### src/shared/cpt_regs.svh
// Purpose: Register indices, field positions, reset values and taps of the pulse train timer
// Assumes: Byte address of a register is four times its index
// Notes:   Definitions only
`ifndef CPT_REGS_SVH
`define CPT_REGS_SVH
// ----------------------------------------
// Register indices
// ----------------------------------------
`define CPT_IDX_CH0_CTL   24'hff_ffb0
`define CPT_IDX_CH1_CTL   24'hff_ffb1
`define CPT_IDX_CH0_FLG   24'hff_ffb2
`define CPT_IDX_CH1_FLG   24'hff_ffb3
`define CPT_IDX_CH0_CMPA  24'hff_ffb4
`define CPT_IDX_CH1_CMPA  24'hff_ffb5
`define CPT_IDX_CH0_CMPB  24'hff_ffb6
`define CPT_IDX_CH0_CNT   24'hff_ffb8
`define CPT_IDX_CH1_CNT   24'hff_ffb9
`define CPT_IDX_CH0_PSC   24'hff_ffba
`define CPT_IDX_CH1_PSC   24'hff_ffbb
// ----------------------------------------
// Field positions
// ----------------------------------------
`define CPT_CTL_IRQ_EN    6
`define CPT_FLG_MATCH_B   7
`define CPT_FLG_MATCH_A   6
// ----------------------------------------
// Reset values and divider taps
// ----------------------------------------
`define CPT_RST_BYTE      8'h00
`define CPT_TAP_DIV2      0
`define CPT_TAP_DIV8      2
`define CPT_TAP_DIV32     4
`define CPT_TAP_DIV64     5
`define CPT_TAP_DIV1024   9
`define CPT_TAP_DIV8192   12
`endif

### src/shared/cpt_pkg.sv
// Purpose: Types of the pulse train timer
// Assumes: Two channels
// Notes:   Constants live in cpt_regs.svh
package cpt_pkg;
	// ----------------------------------------
	// Field encodings
	// ----------------------------------------
	typedef enum logic [2:0] {
		CPT_SRC_OFF    = 3'b000,
		CPT_SRC_FAST   = 3'b001,
		CPT_SRC_MID    = 3'b010,
		CPT_SRC_SLOW   = 3'b011,
		CPT_SRC_CASC   = 3'b100
	} cpt_src_t;
	typedef enum logic [1:0] {
		CPT_OUT_KEEP   = 2'b00,
		CPT_OUT_LOW    = 2'b01,
		CPT_OUT_HIGH   = 2'b10,
		CPT_OUT_TOGGLE = 2'b11
	} cpt_out_t;
	// ----------------------------------------
	// State
	// ----------------------------------------
	typedef struct packed {
		logic [7:0] ctl;
		logic [7:0] flg;
		logic [1:0] psc;
		logic [7:0] cmp_a;
		logic [7:0] cnt;
		logic       eq_a;
	} cpt_chan_t;
	typedef struct packed {
		cpt_chan_t [1:0] ch;
		logic [7:0]      cmp_b;
		logic            eq_b;
		logic            pin;
		logic [12:0]     div;
		logic            ovf1;
		logic            hit_a0;
		logic            ack;
		logic [7:0]      rdat;
	} cpt_state_t;
endpackage

### src/hw/cpt_timer.sv
// Purpose: Two cascaded 8-bit timer channels driving a counted pulse train
// Assumes: Peripheral clock is clk_i; classic Wishbone slave, 32-bit data
// Notes:   Registers sit in the low byte of each word
//
// Overview of operation
// [RULE1] Source 001 counts clock/8 or /2; choice bit 1 picks falling edge.
// [RULE2] Source 010 counts clock/64 or /32; choice bit 1 picks falling edge.
// [RULE3] Source 011 counts clock/8192 or /1024; choice bit 1 picks falling edge.
// [RULE4] Source 000 stops the counter; it holds its value.
// [RULE5] Channel 0 source 100 counts channel 1 overflows.
// [RULE6] Channel 1 source 100 counts channel 0 match A events.
// [RULE7] Clear field 01 zeroes the counter on match with compare A.
// [RULE8] Counter always compared with compare A; equality sets match A flag.
// [RULE9] Channel 0 counter compared with compare B; equality sets match B flag.
// [RULE10] Match A flag sits at bit 6 of the flag register.
// [RULE11] Channel 1 control bit 6 gates the match A interrupt request.
// [RULE12] Match B drives pin per select bits 3:2: 00 keep, 01 low.
// [RULE13] Match A drives pin per select bits 1:0: 00 keep, 10 high.
// [RULE14] Both counters are software readable and writable bytes.
// [RULE15] Software stops the train by clearing selects and interrupt enable.
// [RULE16] Software loads period, half period, configures, clears, then enables.
// [RULE17] Channel 0 clear on compare A sets the pulse period.
// [RULE18] Match flags stay set until software writes zero to them.
`timescale 1ns/1ns
`default_nettype none
`include "cpt_regs.svh"
module cpt_timer (
	input  wire logic        clk_i,
	input  wire logic        rst_i,
	input  wire logic        cyc_i,
	input  wire logic        stb_i,
	input  wire logic        we_i,
	input  wire logic [31:0] adr_i,
	input  wire logic [3:0]  sel_i,
	input  wire logic [31:0] dat_i,
	output logic      [31:0] dat_o,
	output logic             ack_o,
	output logic             pulse_out_o,
	output logic      [1:0]  irq_o
);
	cpt_pkg::cpt_state_t s_q;
	cpt_pkg::cpt_state_t s_d;

	// ----------------------------------------
	// Divider and tick selection
	// ----------------------------------------

	// Next divider value, used to spot tap edges
	logic [12:0] div_nx;
	assign div_nx = s_q.div + 13'h0001;

	logic [1:0] tick;
	logic [1:0] eq_a;
	logic       eq_b;

	genvar gi;
	generate
		for (gi = 0; gi < 2; gi++) begin : g_ch
			logic [2:0] src;
			logic [1:0] ics;
			int         tap;
			logic       now;
			logic       nxt;
			logic       edge_hit;
			logic       casc;
			assign src = s_q.ch[gi].ctl[2:0];
			assign ics = s_q.ch[gi].psc;
			// Tap bit of the free divider for this source
			always_comb begin
				tap = `CPT_TAP_DIV8;
				unique case (src)
					cpt_pkg::CPT_SRC_FAST: tap = ics[0] ? `CPT_TAP_DIV2 : `CPT_TAP_DIV8;      // [RULE1]
					cpt_pkg::CPT_SRC_MID:  tap = ics[0] ? `CPT_TAP_DIV32 : `CPT_TAP_DIV64;    // [RULE2]
					cpt_pkg::CPT_SRC_SLOW: tap = ics[0] ? `CPT_TAP_DIV1024 : `CPT_TAP_DIV8192; // [RULE3]
					default:               tap = `CPT_TAP_DIV8;
				endcase
			end
			assign now = s_q.div[tap];
			assign nxt = div_nx[tap];
			// Upper choice bit selects the falling edge of the divided clock
			assign edge_hit = ics[1] ? (now & ~nxt) : (~now & nxt); // [RULE1] [RULE2] [RULE3]
			// Cascade input: ch0 takes ch1 overflow, ch1 takes ch0 match A
			assign casc = (gi == 0) ? s_q.ovf1 : s_q.hit_a0; // [RULE5] [RULE6]
			always_comb begin
				unique case (src)
					cpt_pkg::CPT_SRC_FAST,
					cpt_pkg::CPT_SRC_MID,
					cpt_pkg::CPT_SRC_SLOW: tick[gi] = edge_hit;
					cpt_pkg::CPT_SRC_CASC: tick[gi] = casc;
					default:               tick[gi] = 1'b0; // [RULE4]
				endcase
			end
			// Continuous comparison with compare A
			assign eq_a[gi] = (s_q.ch[gi].cnt == s_q.ch[gi].cmp_a); // [RULE8]
		end
	endgenerate

	assign eq_b = (s_q.ch[0].cnt == s_q.cmp_b); // [RULE9]

	// ----------------------------------------
	// Bus decode
	// ----------------------------------------

	logic        req;
	logic        wr;
	logic [23:0] idx;
	logic [7:0]  wb;
	// A request is a cycle with both cyc and stb high
	assign req = cyc_i & stb_i;
	// Word index; the two low address bits are ignored
	assign idx = adr_i[25:2];
	// Only byte lane 0 carries register data; a write with
	// sel_i[0] low is still answered but changes nothing
	// Write lands at the edge the master sees ack
	assign wr  = req & we_i & s_q.ack & sel_i[0];
	assign wb  = dat_i[7:0];

	// Read multiplexer; unmapped indices read zero
	logic [7:0] rd;
	always_comb begin
		rd = 8'h00;
		if (adr_i[31:26] == 6'h00) begin
			unique case (idx)
				`CPT_IDX_CH0_CTL:  rd = s_q.ch[0].ctl;
				`CPT_IDX_CH1_CTL:  rd = s_q.ch[1].ctl;
				`CPT_IDX_CH0_FLG:  rd = s_q.ch[0].flg; // [RULE10]
				`CPT_IDX_CH1_FLG:  rd = s_q.ch[1].flg; // [RULE10]
				`CPT_IDX_CH0_CMPA: rd = s_q.ch[0].cmp_a;
				`CPT_IDX_CH1_CMPA: rd = s_q.ch[1].cmp_a;
				`CPT_IDX_CH0_CMPB: rd = s_q.cmp_b;
				`CPT_IDX_CH0_CNT:  rd = s_q.ch[0].cnt; // [RULE14]
				`CPT_IDX_CH1_CNT:  rd = s_q.ch[1].cnt; // [RULE14]
				`CPT_IDX_CH0_PSC:  rd = {6'h00, s_q.ch[0].psc};
				`CPT_IDX_CH1_PSC:  rd = {6'h00, s_q.ch[1].psc};
				default:           rd = 8'h00;
			endcase
		end
	end

	// Per-register write strobes
	logic hi_ok;
	assign hi_ok = (adr_i[31:26] == 6'h00);
	logic [1:0] w_ctl;
	logic [1:0] w_flg;
	logic [1:0] w_cmpa;
	logic [1:0] w_cnt;
	logic [1:0] w_psc;
	logic       w_cmpb;
	assign w_ctl[0]  = wr & hi_ok & (idx == `CPT_IDX_CH0_CTL);
	assign w_ctl[1]  = wr & hi_ok & (idx == `CPT_IDX_CH1_CTL);
	assign w_flg[0]  = wr & hi_ok & (idx == `CPT_IDX_CH0_FLG);
	assign w_flg[1]  = wr & hi_ok & (idx == `CPT_IDX_CH1_FLG);
	assign w_cmpa[0] = wr & hi_ok & (idx == `CPT_IDX_CH0_CMPA);
	assign w_cmpa[1] = wr & hi_ok & (idx == `CPT_IDX_CH1_CMPA);
	assign w_cnt[0]  = wr & hi_ok & (idx == `CPT_IDX_CH0_CNT);
	assign w_cnt[1]  = wr & hi_ok & (idx == `CPT_IDX_CH1_CNT);
	assign w_psc[0]  = wr & hi_ok & (idx == `CPT_IDX_CH0_PSC);
	assign w_psc[1]  = wr & hi_ok & (idx == `CPT_IDX_CH1_PSC);
	assign w_cmpb    = wr & hi_ok & (idx == `CPT_IDX_CH0_CMPB);

	// ----------------------------------------
	// Match events
	// ----------------------------------------

	// A match event is the first cycle of equality
	logic [1:0] hit_a;
	logic       hit_b;
	assign hit_a = eq_a & ~{s_q.ch[1].eq_a, s_q.ch[0].eq_a}; // [RULE8]
	assign hit_b = eq_b & ~s_q.eq_b;                          // [RULE9]

	// Pin level after match actions; match A applied last
	logic     pin_b;
	logic     pin_n;
	cpt_pkg::cpt_out_t os_b;
	cpt_pkg::cpt_out_t os_a;
	assign os_b = cpt_pkg::cpt_out_t'(s_q.ch[0].flg[3:2]);
	assign os_a = cpt_pkg::cpt_out_t'(s_q.ch[0].flg[1:0]);
	always_comb begin
		pin_b = s_q.pin;
		if (hit_b) begin
			unique case (os_b) // [RULE12]
				cpt_pkg::CPT_OUT_KEEP:   pin_b = s_q.pin;
				cpt_pkg::CPT_OUT_LOW:    pin_b = 1'b0;
				cpt_pkg::CPT_OUT_HIGH:   pin_b = 1'b1;
				cpt_pkg::CPT_OUT_TOGGLE: pin_b = ~s_q.pin;
			endcase
		end
		pin_n = pin_b;
		if (hit_a[0]) begin
			unique case (os_a) // [RULE13]
				cpt_pkg::CPT_OUT_KEEP:   pin_n = pin_b;
				cpt_pkg::CPT_OUT_LOW:    pin_n = 1'b0;
				cpt_pkg::CPT_OUT_HIGH:   pin_n = 1'b1;
				cpt_pkg::CPT_OUT_TOGGLE: pin_n = ~pin_b;
			endcase
		end
	end

	// ----------------------------------------
	// Next state
	// ----------------------------------------

	logic [7:0] fset;
	logic [7:0] fnew;
	always_comb begin
		s_d  = s_q;
		fset = 8'h00;
		fnew = 8'h00;
		s_d.div    = div_nx;
		s_d.eq_b   = eq_b;
		s_d.pin    = pin_n;
		s_d.hit_a0 = hit_a[0];
		s_d.ovf1   = 1'b0;
		// Bus answer: one ack per request, data captured with it
		s_d.ack  = req & ~s_q.ack;
		// Read data taken once per request and held until the next one,
		// so a slow master still sees the byte it asked for
		if (req & ~s_q.ack) begin
			s_d.rdat = rd;
		end
		if (w_cmpb) begin
			s_d.cmp_b = wb;
		end
		for (int i = 0; i < 2; i++) begin
			s_d.ch[i].eq_a = eq_a[i];
			// Counter: clear on compare A, else count on tick
			if (tick[i]) begin
				if (s_q.ch[i].ctl[4:3] == 2'b01 && eq_a[i]) begin
					s_d.ch[i].cnt = 8'h00; // [RULE7] [RULE17]
				end else begin
					s_d.ch[i].cnt = s_q.ch[i].cnt + 8'h01;
				end
			end
			// Software write to the counter wins over counting
			if (w_cnt[i]) begin
				s_d.ch[i].cnt = wb; // [RULE14]
			end
			if (w_ctl[i]) begin
				s_d.ch[i].ctl = wb;
			end
			if (w_cmpa[i]) begin
				s_d.ch[i].cmp_a = wb;
			end
			if (w_psc[i]) begin
				s_d.ch[i].psc = wb[1:0];
			end
			// Flags: zero written clears, hardware set wins
			fset = 8'h00;
			fset[`CPT_FLG_MATCH_A] = hit_a[i];       // [RULE8] [RULE10]
			if (i == 0) begin
				fset[`CPT_FLG_MATCH_B] = hit_b;      // [RULE9]
			end
			fnew = s_q.ch[i].flg;
			if (w_flg[i]) begin
				fnew[`CPT_FLG_MATCH_A] = s_q.ch[i].flg[`CPT_FLG_MATCH_A] & wb[`CPT_FLG_MATCH_A]; // [RULE18]
				fnew[`CPT_FLG_MATCH_B] = s_q.ch[i].flg[`CPT_FLG_MATCH_B] & wb[`CPT_FLG_MATCH_B]; // [RULE18]
				fnew[5:0] = (i == 0) ? {2'b00, wb[3:0]} : 6'h00;
			end
			fnew[`CPT_FLG_MATCH_A] = fnew[`CPT_FLG_MATCH_A] | fset[`CPT_FLG_MATCH_A];
			fnew[`CPT_FLG_MATCH_B] = (i == 0) & (fnew[`CPT_FLG_MATCH_B] | fset[`CPT_FLG_MATCH_B]);
			s_d.ch[i].flg = fnew;
		end
		// Channel 1 wraps from ff to 00 on a counting tick
		s_d.ovf1 = tick[1] & ~w_cnt[1] & (s_d.ch[1].cnt == 8'h00) & (s_q.ch[1].cnt == 8'hff); // [RULE5]
	end

	// ----------------------------------------
	// State register
	// ----------------------------------------

	// Single register for all state; reset clears every field,
	// which leaves the pin low and both interrupts quiet
	always_ff @(posedge clk_i) begin
		if (rst_i) begin
			s_q <= '0;
		end else begin
			s_q <= s_d;
		end
	end

	// ----------------------------------------
	// Outputs
	// ----------------------------------------

	// Upper read bits are always zero; only the low lane is used
	assign dat_o       = {24'h00_0000, s_q.rdat};
	assign ack_o       = s_q.ack;
	assign pulse_out_o = s_q.pin;
	// Interrupt requests gated by each control's enable bit;
	// they are levels that stay up until the flag is written 0
	// or the enable is cleared by software
	assign irq_o[0] = s_q.ch[0].flg[`CPT_FLG_MATCH_A] & s_q.ch[0].ctl[`CPT_CTL_IRQ_EN];
	assign irq_o[1] = s_q.ch[1].flg[`CPT_FLG_MATCH_A] & s_q.ch[1].ctl[`CPT_CTL_IRQ_EN]; // [RULE11]
endmodule
`default_nettype wire

### config.mk
export PLATFORM = sky130hd
export DESIGN_NAME = cpt_timer
export DESIGN_NICKNAME = d
export VERILOG_FILES = /design/src/shared/cpt_pkg.sv /design/src/hw/cpt_timer.sv
export VERILOG_INCLUDE_DIRS = /design/src /design/src/shared
export SDC_FILE = /design/constraint.sdc
export NUM_CORES = 1
export LEC_CHECK = 0
export ABC_AREA = 1
export BUFFER_PORTS_ARGS = -buffer_cell sky130_fd_sc_hd__buf_2
export CAP_MARGIN = 20
export CORE_UTILIZATION = 40
export CTS_BUF_LIST = sky130_fd_sc_hd__clkbuf_8
export DETAILED_ROUTE_END_ITERATION = 10
export PLACE_DENSITY = 0.69
export RECOVER_POWER = 100
export SYNTH_ARGS = -nofsm -noshare
export SYNTH_HDL_FRONTEND = slang
export SYNTH_SLANG_ARGS = --single-unit
### constraint.sdc
create_clock -name clk_i -period 4.13 [get_ports clk_i]
set_clock_uncertainty 0.1 [all_clocks]
set_input_delay 0.6195 -clock clk_i [delete_from_list [all_inputs] [get_ports clk_i]]
set_output_delay 0.6195 -clock clk_i [all_outputs]
set_load 0.01 [all_outputs]
==> metrics.md, run 1 <==
| Metric | Value |
|---|---|
| Crit Path Max Fanout | 12 |
| Die X | 121.9 um |
| Post-CTS Setup Bufs | 0 |
| Minimum clock period | 3.150 ns |
| Synth async-reset ratio | 0% |
| Via count | 5875 |
| Final net count | 1009 |
| Worst Path Required | 4.33 ns |
| GRT Overall Usage | 22.74% |
| Die ar. | 14860 um2 |
| Mapped Cells | 894 |
| CP Capture Type | flip-flop |
| Synth Register Bits | 95 |
| Clock Tree Buf Depth | 2 |
| Worst-path clk slew | 0.10 ns |
| Ys flop type | dfxtp_1 |
| Kind of critical path | in2reg |
| RSZ-0062 raised after global routing | false |
| Die height | 121.9 um |
| HP Class | reg2reg |
| Worst Hold Launch | s_q[69] |
| Root Buffer | clkbuf_8 |
| First-pass DRT Iterations | 5 |
| Hpwl dp | 12340 um |
| Antenna viol nets, final | 0 |
| Ports | 109 |
| Hold Buf Count CTS | 0 |
| Detailed-route DRC error count | 0 |
| Num rows | 43 |
| PortBufs | 55 |
| Pwr dens | 272.6 nW/um2 |
| Pin count of the biggest net entering global routing | 39 |
| Synth warn | 0 |
| Slew headroom | 31.63% |
| Initial Util | 41.27% |
| Maximum clock frequency | 317.5 MHz |
| Syn avg cell area | 6.432 um2 |
| Resized cells post-CTS | 0 |
| Number of global-route vias before repair | a little over 5000 |
| Sequential element share of the synthesized area | between 30 and 40% |
| Power Total | 1.683 mW |
| Static Leak | about 2.4 nW |
| VDD IR-drop max | 310.7 uV |
| Routability Congestion | 0.9403 |
| Setup violators final | 0 |
| Worst slew pin tran | 1.024 ns |
| Post-synth EDFFs | 0 |
| Vias per cell | 5.255 |
| Layout cells sized above 1 | 8.422% |
| H-tree depth | 3 |
| Crit start category | input port |
| Status | finished, final reports clean |
| Avg WL per Cell | approximately 15 um |
| Max-slew violation count | 0 |
| Setup_tns | 0 ns |
| CTS buffer count | 9 |
| CTS tree | built |
| Max Cap Viol | 0 |
| # diodes | 0 |
| Initial antenna violation count | 0 |
| Fillers | about 1500 |
| First-pass GRT wire length | 25990 um |
| Gr ovfl total | 0 |
| WL final | approximately 16000 um |
| Mapped Area | 5751 um2 |
| Fin. Hold Viols | 0 |
| DR iter-0 viols | 490 |
| Worst Setup SP | adr_i[31] |
| Reg2reg start | s_q[11] |
| Distinct cell type count after synthesis | between 40 and 50 |
| Worst-Skew Late Latency | 0.40 ns |
| P&R area growth vs syn | 7.332% |
| Core area | approximately 14000 um2 |
| Count of clock tree sinks | between 90 and 100 |
| Period utilization | 76.27% |
| Worst Path Arrival | about 3.4 ns |
==> registers in the layout, summed over array words and instances (netlist names) <==
signal	count
os_b	2
os_a	2
dat_o	8
g_ch.ics	4
g_ch.src	6
g_ch.casc	2
pulse_out_o	1
s_q	69
ack_o	1
==> worst max-delay path, cell delays in order <==
cell and delay [ns]:
buf_2 0.10, nor2_1 0.10, nand2_1 0.05, nor3_1 0.13, inv_1 0.09, nor3_1 0.13, clkbuf_1 0.49, inv_1 0.40
nor4_1 0.35, a31oi_1 0.23, nand2_1 0.30, inv_1 0.15, nor2_1 0.15, nor2_1 0.05
==> synth_stat cells (all sizes together), types with 2 or more instances <==
library cell | number | area, um2
nand2 | 177 | 691.9
inv | 135 | 506.7
dfxtp | 95 | 1902
a21oi | 93 | 465.5
nor2 | 87 | 346.6
o21ai | 84 | 424.2
nand3 | 56 | 295.3
buf | 38 | 272.8
nand4 | 26 | 162.7
o22ai | 23 | 143.9
nor3 | 19 | 110.1
clkbuf | 18 | 67.56
xor2 | 8 | 77.58
o211ai | 7 | 57.55
nor4 | 4 | 25.02
a221oi | 3 | 26.28
ha | 3 | 37.54
a31oi | 2 | 12.51
a32o | 2 | 20.02
o221ai | 2 | 17.52
o41ai | 2 | 17.52
or2 | 2 | 12.51
xnor2 | 2 | 17.52
==> cell families after synthesis <==
logic type / count (synthesis) / share of synthesized area [%]
fa+ha+maj: 3 / 0.6528
flops: 95 / 33.07
other cells: 1 / 0.06521
buf+inv: 191 / 14.73
compound gates: 221 / 21.00
xor+xnor: 10 / 1.654
simple gates: 373 / 28.83
==> stage by stage <==
| stage | worst slack (ns) | hold WS, ns | util (%) | cell area (um2) | cells |
|---|---|---|---|---|---|
| finish | 0.9801 | 0.3346 | 44.29 | 6172 | 1118 |
| global route | 0.7900 | 0.3385 | 44.29 | 6172 | 1118 |
| CTS | 1.426 | 0.3353 | 44.80 | 6242 | 1118 |
| detailed placement | 1.139 | 0.3233 | 43.36 | 6042 | 1102 |
| global placement | 1.142 | 0.3134 | 43.36 | 6042 | 1102 |
| floorplan | 1.781 | 0.3078 | - | 5837 | 917 |
==> worst paths after layout <==
check,endpoint,slack (ns),cells past startpoint
hold reg to reg,s_q[94],0.33,1
setup / recovery,s_q[35],0.98,14
setup reg to reg,g_ch[0].casc,1.07,19
hold / removal,s_q[94],0.33,1
==> power by group <==
| part | internal (mW) | switching, mW |
|---|---|---|
| Combinational | 0.0341 | 0.0714 |
| Sequential | 0.923 | 0.00721 |
| Clock | 0.283 | 0.364 |
==> area by class of cell <==
cell class	instances	area [um2]	share of cell area, %
Multi-Input combinational cell	631	3040	49.26
Timing Repair Buffer	61	297.8	4.825
Tap cell	180	225.2	3.649
Clock buffer	9	123.9	2.007
Clock inverter	7	76.32	1.237
Inverter	135	506.7	8.210
Sequential cell	95	1902	30.81
==> routing by layer <==
metal | up-vias | part of all wire (%) | track usage [%]
met5 | - | 0 | 0
met4 | 0 | 3.0 | 9.491
met3 | 35 | 5.3 | 5.056
met2 | 153 | 47 | 36.83
met1 | 2699 | 45 | 28.98
li1 | 2988 | - | -
==> placed cells by master, fill, tap and decap left out, types with 3 or more instances in the layout <==
| cell type | synthesis | layout |
|---|---|---|
| xor2_1 | 7 | 8 |
| inv_1 | 129 | 132 |
| clkbuf_8 | 0 | 9 |
| a21oi_1 | 93 | 93 |
| nor2_1 | 81 | 84 |
| buf_4 | 32 | 4 |
| nand3_1 | 53 | 54 |
| ha_1 | 3 | 3 |
| a221oi_1 | 3 | 3 |
| nor2_2 | 5 | 3 |
| dfxtp_1 | 95 | 95 |
| nand2_2 | 8 | 3 |
| conb_1 | 1 | 24 |
| o22ai_1 | 23 | 23 |
| o21ai_0 | 76 | 79 |
| nand4_1 | 26 | 26 |
| nor3_1 | 16 | 18 |
| buf_2 | 2 | 43 |
| o21ai_1 | 7 | 4 |
| nand2_1 | 168 | 173 |
| o211ai_1 | 6 | 6 |
| clkbuf_1 | 18 | 14 |
| nor4_1 | 4 | 4 |
| inv_2 | 6 | 5 |
Power figures use the tool's default switching activity.
==> inputs of run 2 (changes only) <==
--- a/config.mk
+++ b/config.mk
@@ -12,7 +12,7 @@
 export CORE_UTILIZATION = 40
 export CTS_BUF_LIST = sky130_fd_sc_hd__clkbuf_8
 export DETAILED_ROUTE_END_ITERATION = 10
-export PLACE_DENSITY = 0.69
+export PLACE_DENSITY = 0.71
 export RECOVER_POWER = 100
 export SYNTH_ARGS = -nofsm -noshare
 export SYNTH_HDL_FRONTEND = slang
==> constraint.sdc (replaced) <==
create_clock -name clk_i -period 2.6 [get_ports clk_i]
set_clock_uncertainty 0.1 [all_clocks]
set_input_delay 0.39 -clock clk_i [delete_from_list [all_inputs] [get_ports clk_i]]
set_output_delay 0.39 -clock clk_i [all_outputs]
set_load 0.01 [all_outputs]
==> metrics.md, run 2 (same netlist as run 1, synthesis figures left out) <==
| Metric | Value |
|---|---|
| Hpwl dp | 12530 um |
| WL final | approximately 17000 um |
| PortBufs | 55 |
| CTS buffer count | 9 |
| Worst Path Arrival | 2.60 ns |
| Area of placed instances | roughly 6200 um2 |
| CTS tree | built |
| Static Leak | 2.583 nW |
| Most flops, register | s_q |
| Initial Util | around two fifths |
| Routability Congestion | 0.9453 |
| Number of global-route vias before repair | 5374 |
| FF+latch area | 1908 um2 |
| Final Worst Setup Slack | ~0.18 ns |
| DR iter-0 viols | 527 |
| Slew headroom | -22.79% |
| Hold WS | 0.2424 ns |
| Layout cells sized above 1 | 13.31% |
| CP Capture Type | flip-flop |
| Place WS | 0.03295 ns |
| Die height | about 120 um |
| Count of clock tree sinks | 95 |
| Final instance area | 6495 um2 |
| H-tree depth | 3 |
| Minimum clock period | 2.418 ns |
| Worst Path Required | between 2 and 3 ns |
| Clock Tree Buf Depth | 2 |
| Pin count of the biggest net entering global routing | 61 |
| GRT Overall Usage | 23.41% |
| Gr ovfl total | 0 |
| Maximum clock frequency | about 410 MHz |
| Max-slew violation count | 37 |
| Crit Path Max Fanout | 7 |
| Period utilization | 93.00% |
| Setup violators final | 0 |
| Root Buffer | clkbuf_8 |
| Flip-flop count of the largest register after layout | between 60 and 70 |
| Antenna viol nets, final | 0 |
| Num rows | 43 |
| Worst-Skew Late Latency | 0.39 ns |
| Post-layout util | 46.61% |
| Most frequent cells in the layout | nand2_1, inv_1, a21oi_1 |
| Kind of critical path | reg2reg |
| Die ar. | 14860 um2 |
| Initial antenna violation count | 0 |
| Via count | 6028 |
| Ports | about 110 |
| Max Cap Viol | 1 |
| Die X | around 120 um |
| Most common cell after layout, fill and taps aside | nand2_1 |
| Worst slew pin tran | around 1.8 ns |
| Pwr dens | 415.7 nW/um2 |
| P&R area growth vs syn | 12.95% |
| First-pass GRT wire length | 26940 um |
| Detailed-route DRC error count | 0 |
| Avg WL per Cell | 14.67 um |
| Fillers | 1486 |
| Core area | ~14000 um2 |
| # diodes | 0 |
| Final net count | 1034 |
| Worst-path clk slew | 0.09 ns |
| Violated checks | capacitance limit, slew limit |
| Area of the multi-input gates | 3172 um2 |
| Crit start category | flip-flop |
| Status | complete, but fails checks |
| VDD IR-drop max | around 380 uV |
| First-pass DRT Iterations | 5 |
| Vias per cell | around 5.3 |
| Fin. Hold Viols | 0 |
| Setup_tns | 0 ns |
| HP Class | in2reg |
| Reg2reg setup slack | 0.18 ns |
==> run 2: final cells by class <==
class | count | share of cell area [%]
flip-flops and latches | 95 | 29.38
well taps | 180 | 3.468
multi-input cells | 632 | 48.83
clock buffers | 11 | 2.331
repair buffers | 85 | 7.378
clock inverters | 4 | 0.8091
inverters | 135 | 7.802
==> run 2: metal layers <==
| metal | vias up | track usage [%] | routed length [um] |
|---|---|---|---|
| met5 | - | 0 | 0 |
| met4 | 0 | 10.26 | 568 |
| met3 | 41 | 4.963 | 1045 |
| met2 | 190 | 38.67 | 7902 |
| met1 | 2758 | 29.19 | 7231 |
| li1 | 3039 | - | - |
==> run 2: path summary, 6_finish.rpt <==
path,from,endpoint,depth (start not counted)
worst max-delay path,s_q[12],s_q[41],16
worst min-delay path,dat_i[5],s_q[75],3
worst max register to register,s_q[12],s_q[41],16
worst min register to register,s_q[69],s_q[94],1
==> run 2: repair_timing <==
item                       4_1_cts  5_1_grt
buffers inserted                 0        3
hold buffers                     0        0
gates resized for setup          0       23
setup endpoints to repair        0       11
==> run 2: critical path, stage by stage (launching register included) <==
cell and delay, ns:
dfxtp_2 0.36, ha_4 0.14, nand2_2 0.09, nor3_2 0.24, nand2_1 0.08, nand2_1 0.08, nand2_1 0.08, o21ai_0 0.14
nand3_1 0.10, nand4_1 0.07, nand2_1 0.10, o21ai_1 0.19, o211ai_4 0.15, nand2_2 0.17, inv_2 0.09, nor2_1 0.10
nor2_1 0.05
==> run 2: metrics by stage <==
step / power [mW] / cells
2_1_floorplan: 1.636 / 917
3_3_place_gp: 1.684 / 1123
3_5_place_dp: 1.686 / 1123
4_1_cts: 2.723 / 1138
5_1_grt: 2.808 / 1142
6_report: 2.700 / 1142
==> run 2: power by group <==
group / leakage (nW) / switching, mW / internal [mW] / total (mW)
combinational: 1.71 / 0.126 / 0.0645 / 0.191
clock: 0.106 / 0.538 / 0.496 / 1.03
sequential: 0.770 / 0.00886 / 1.47 / 1.48
total: 2.58 / 0.673 / 2.03 / 2.70
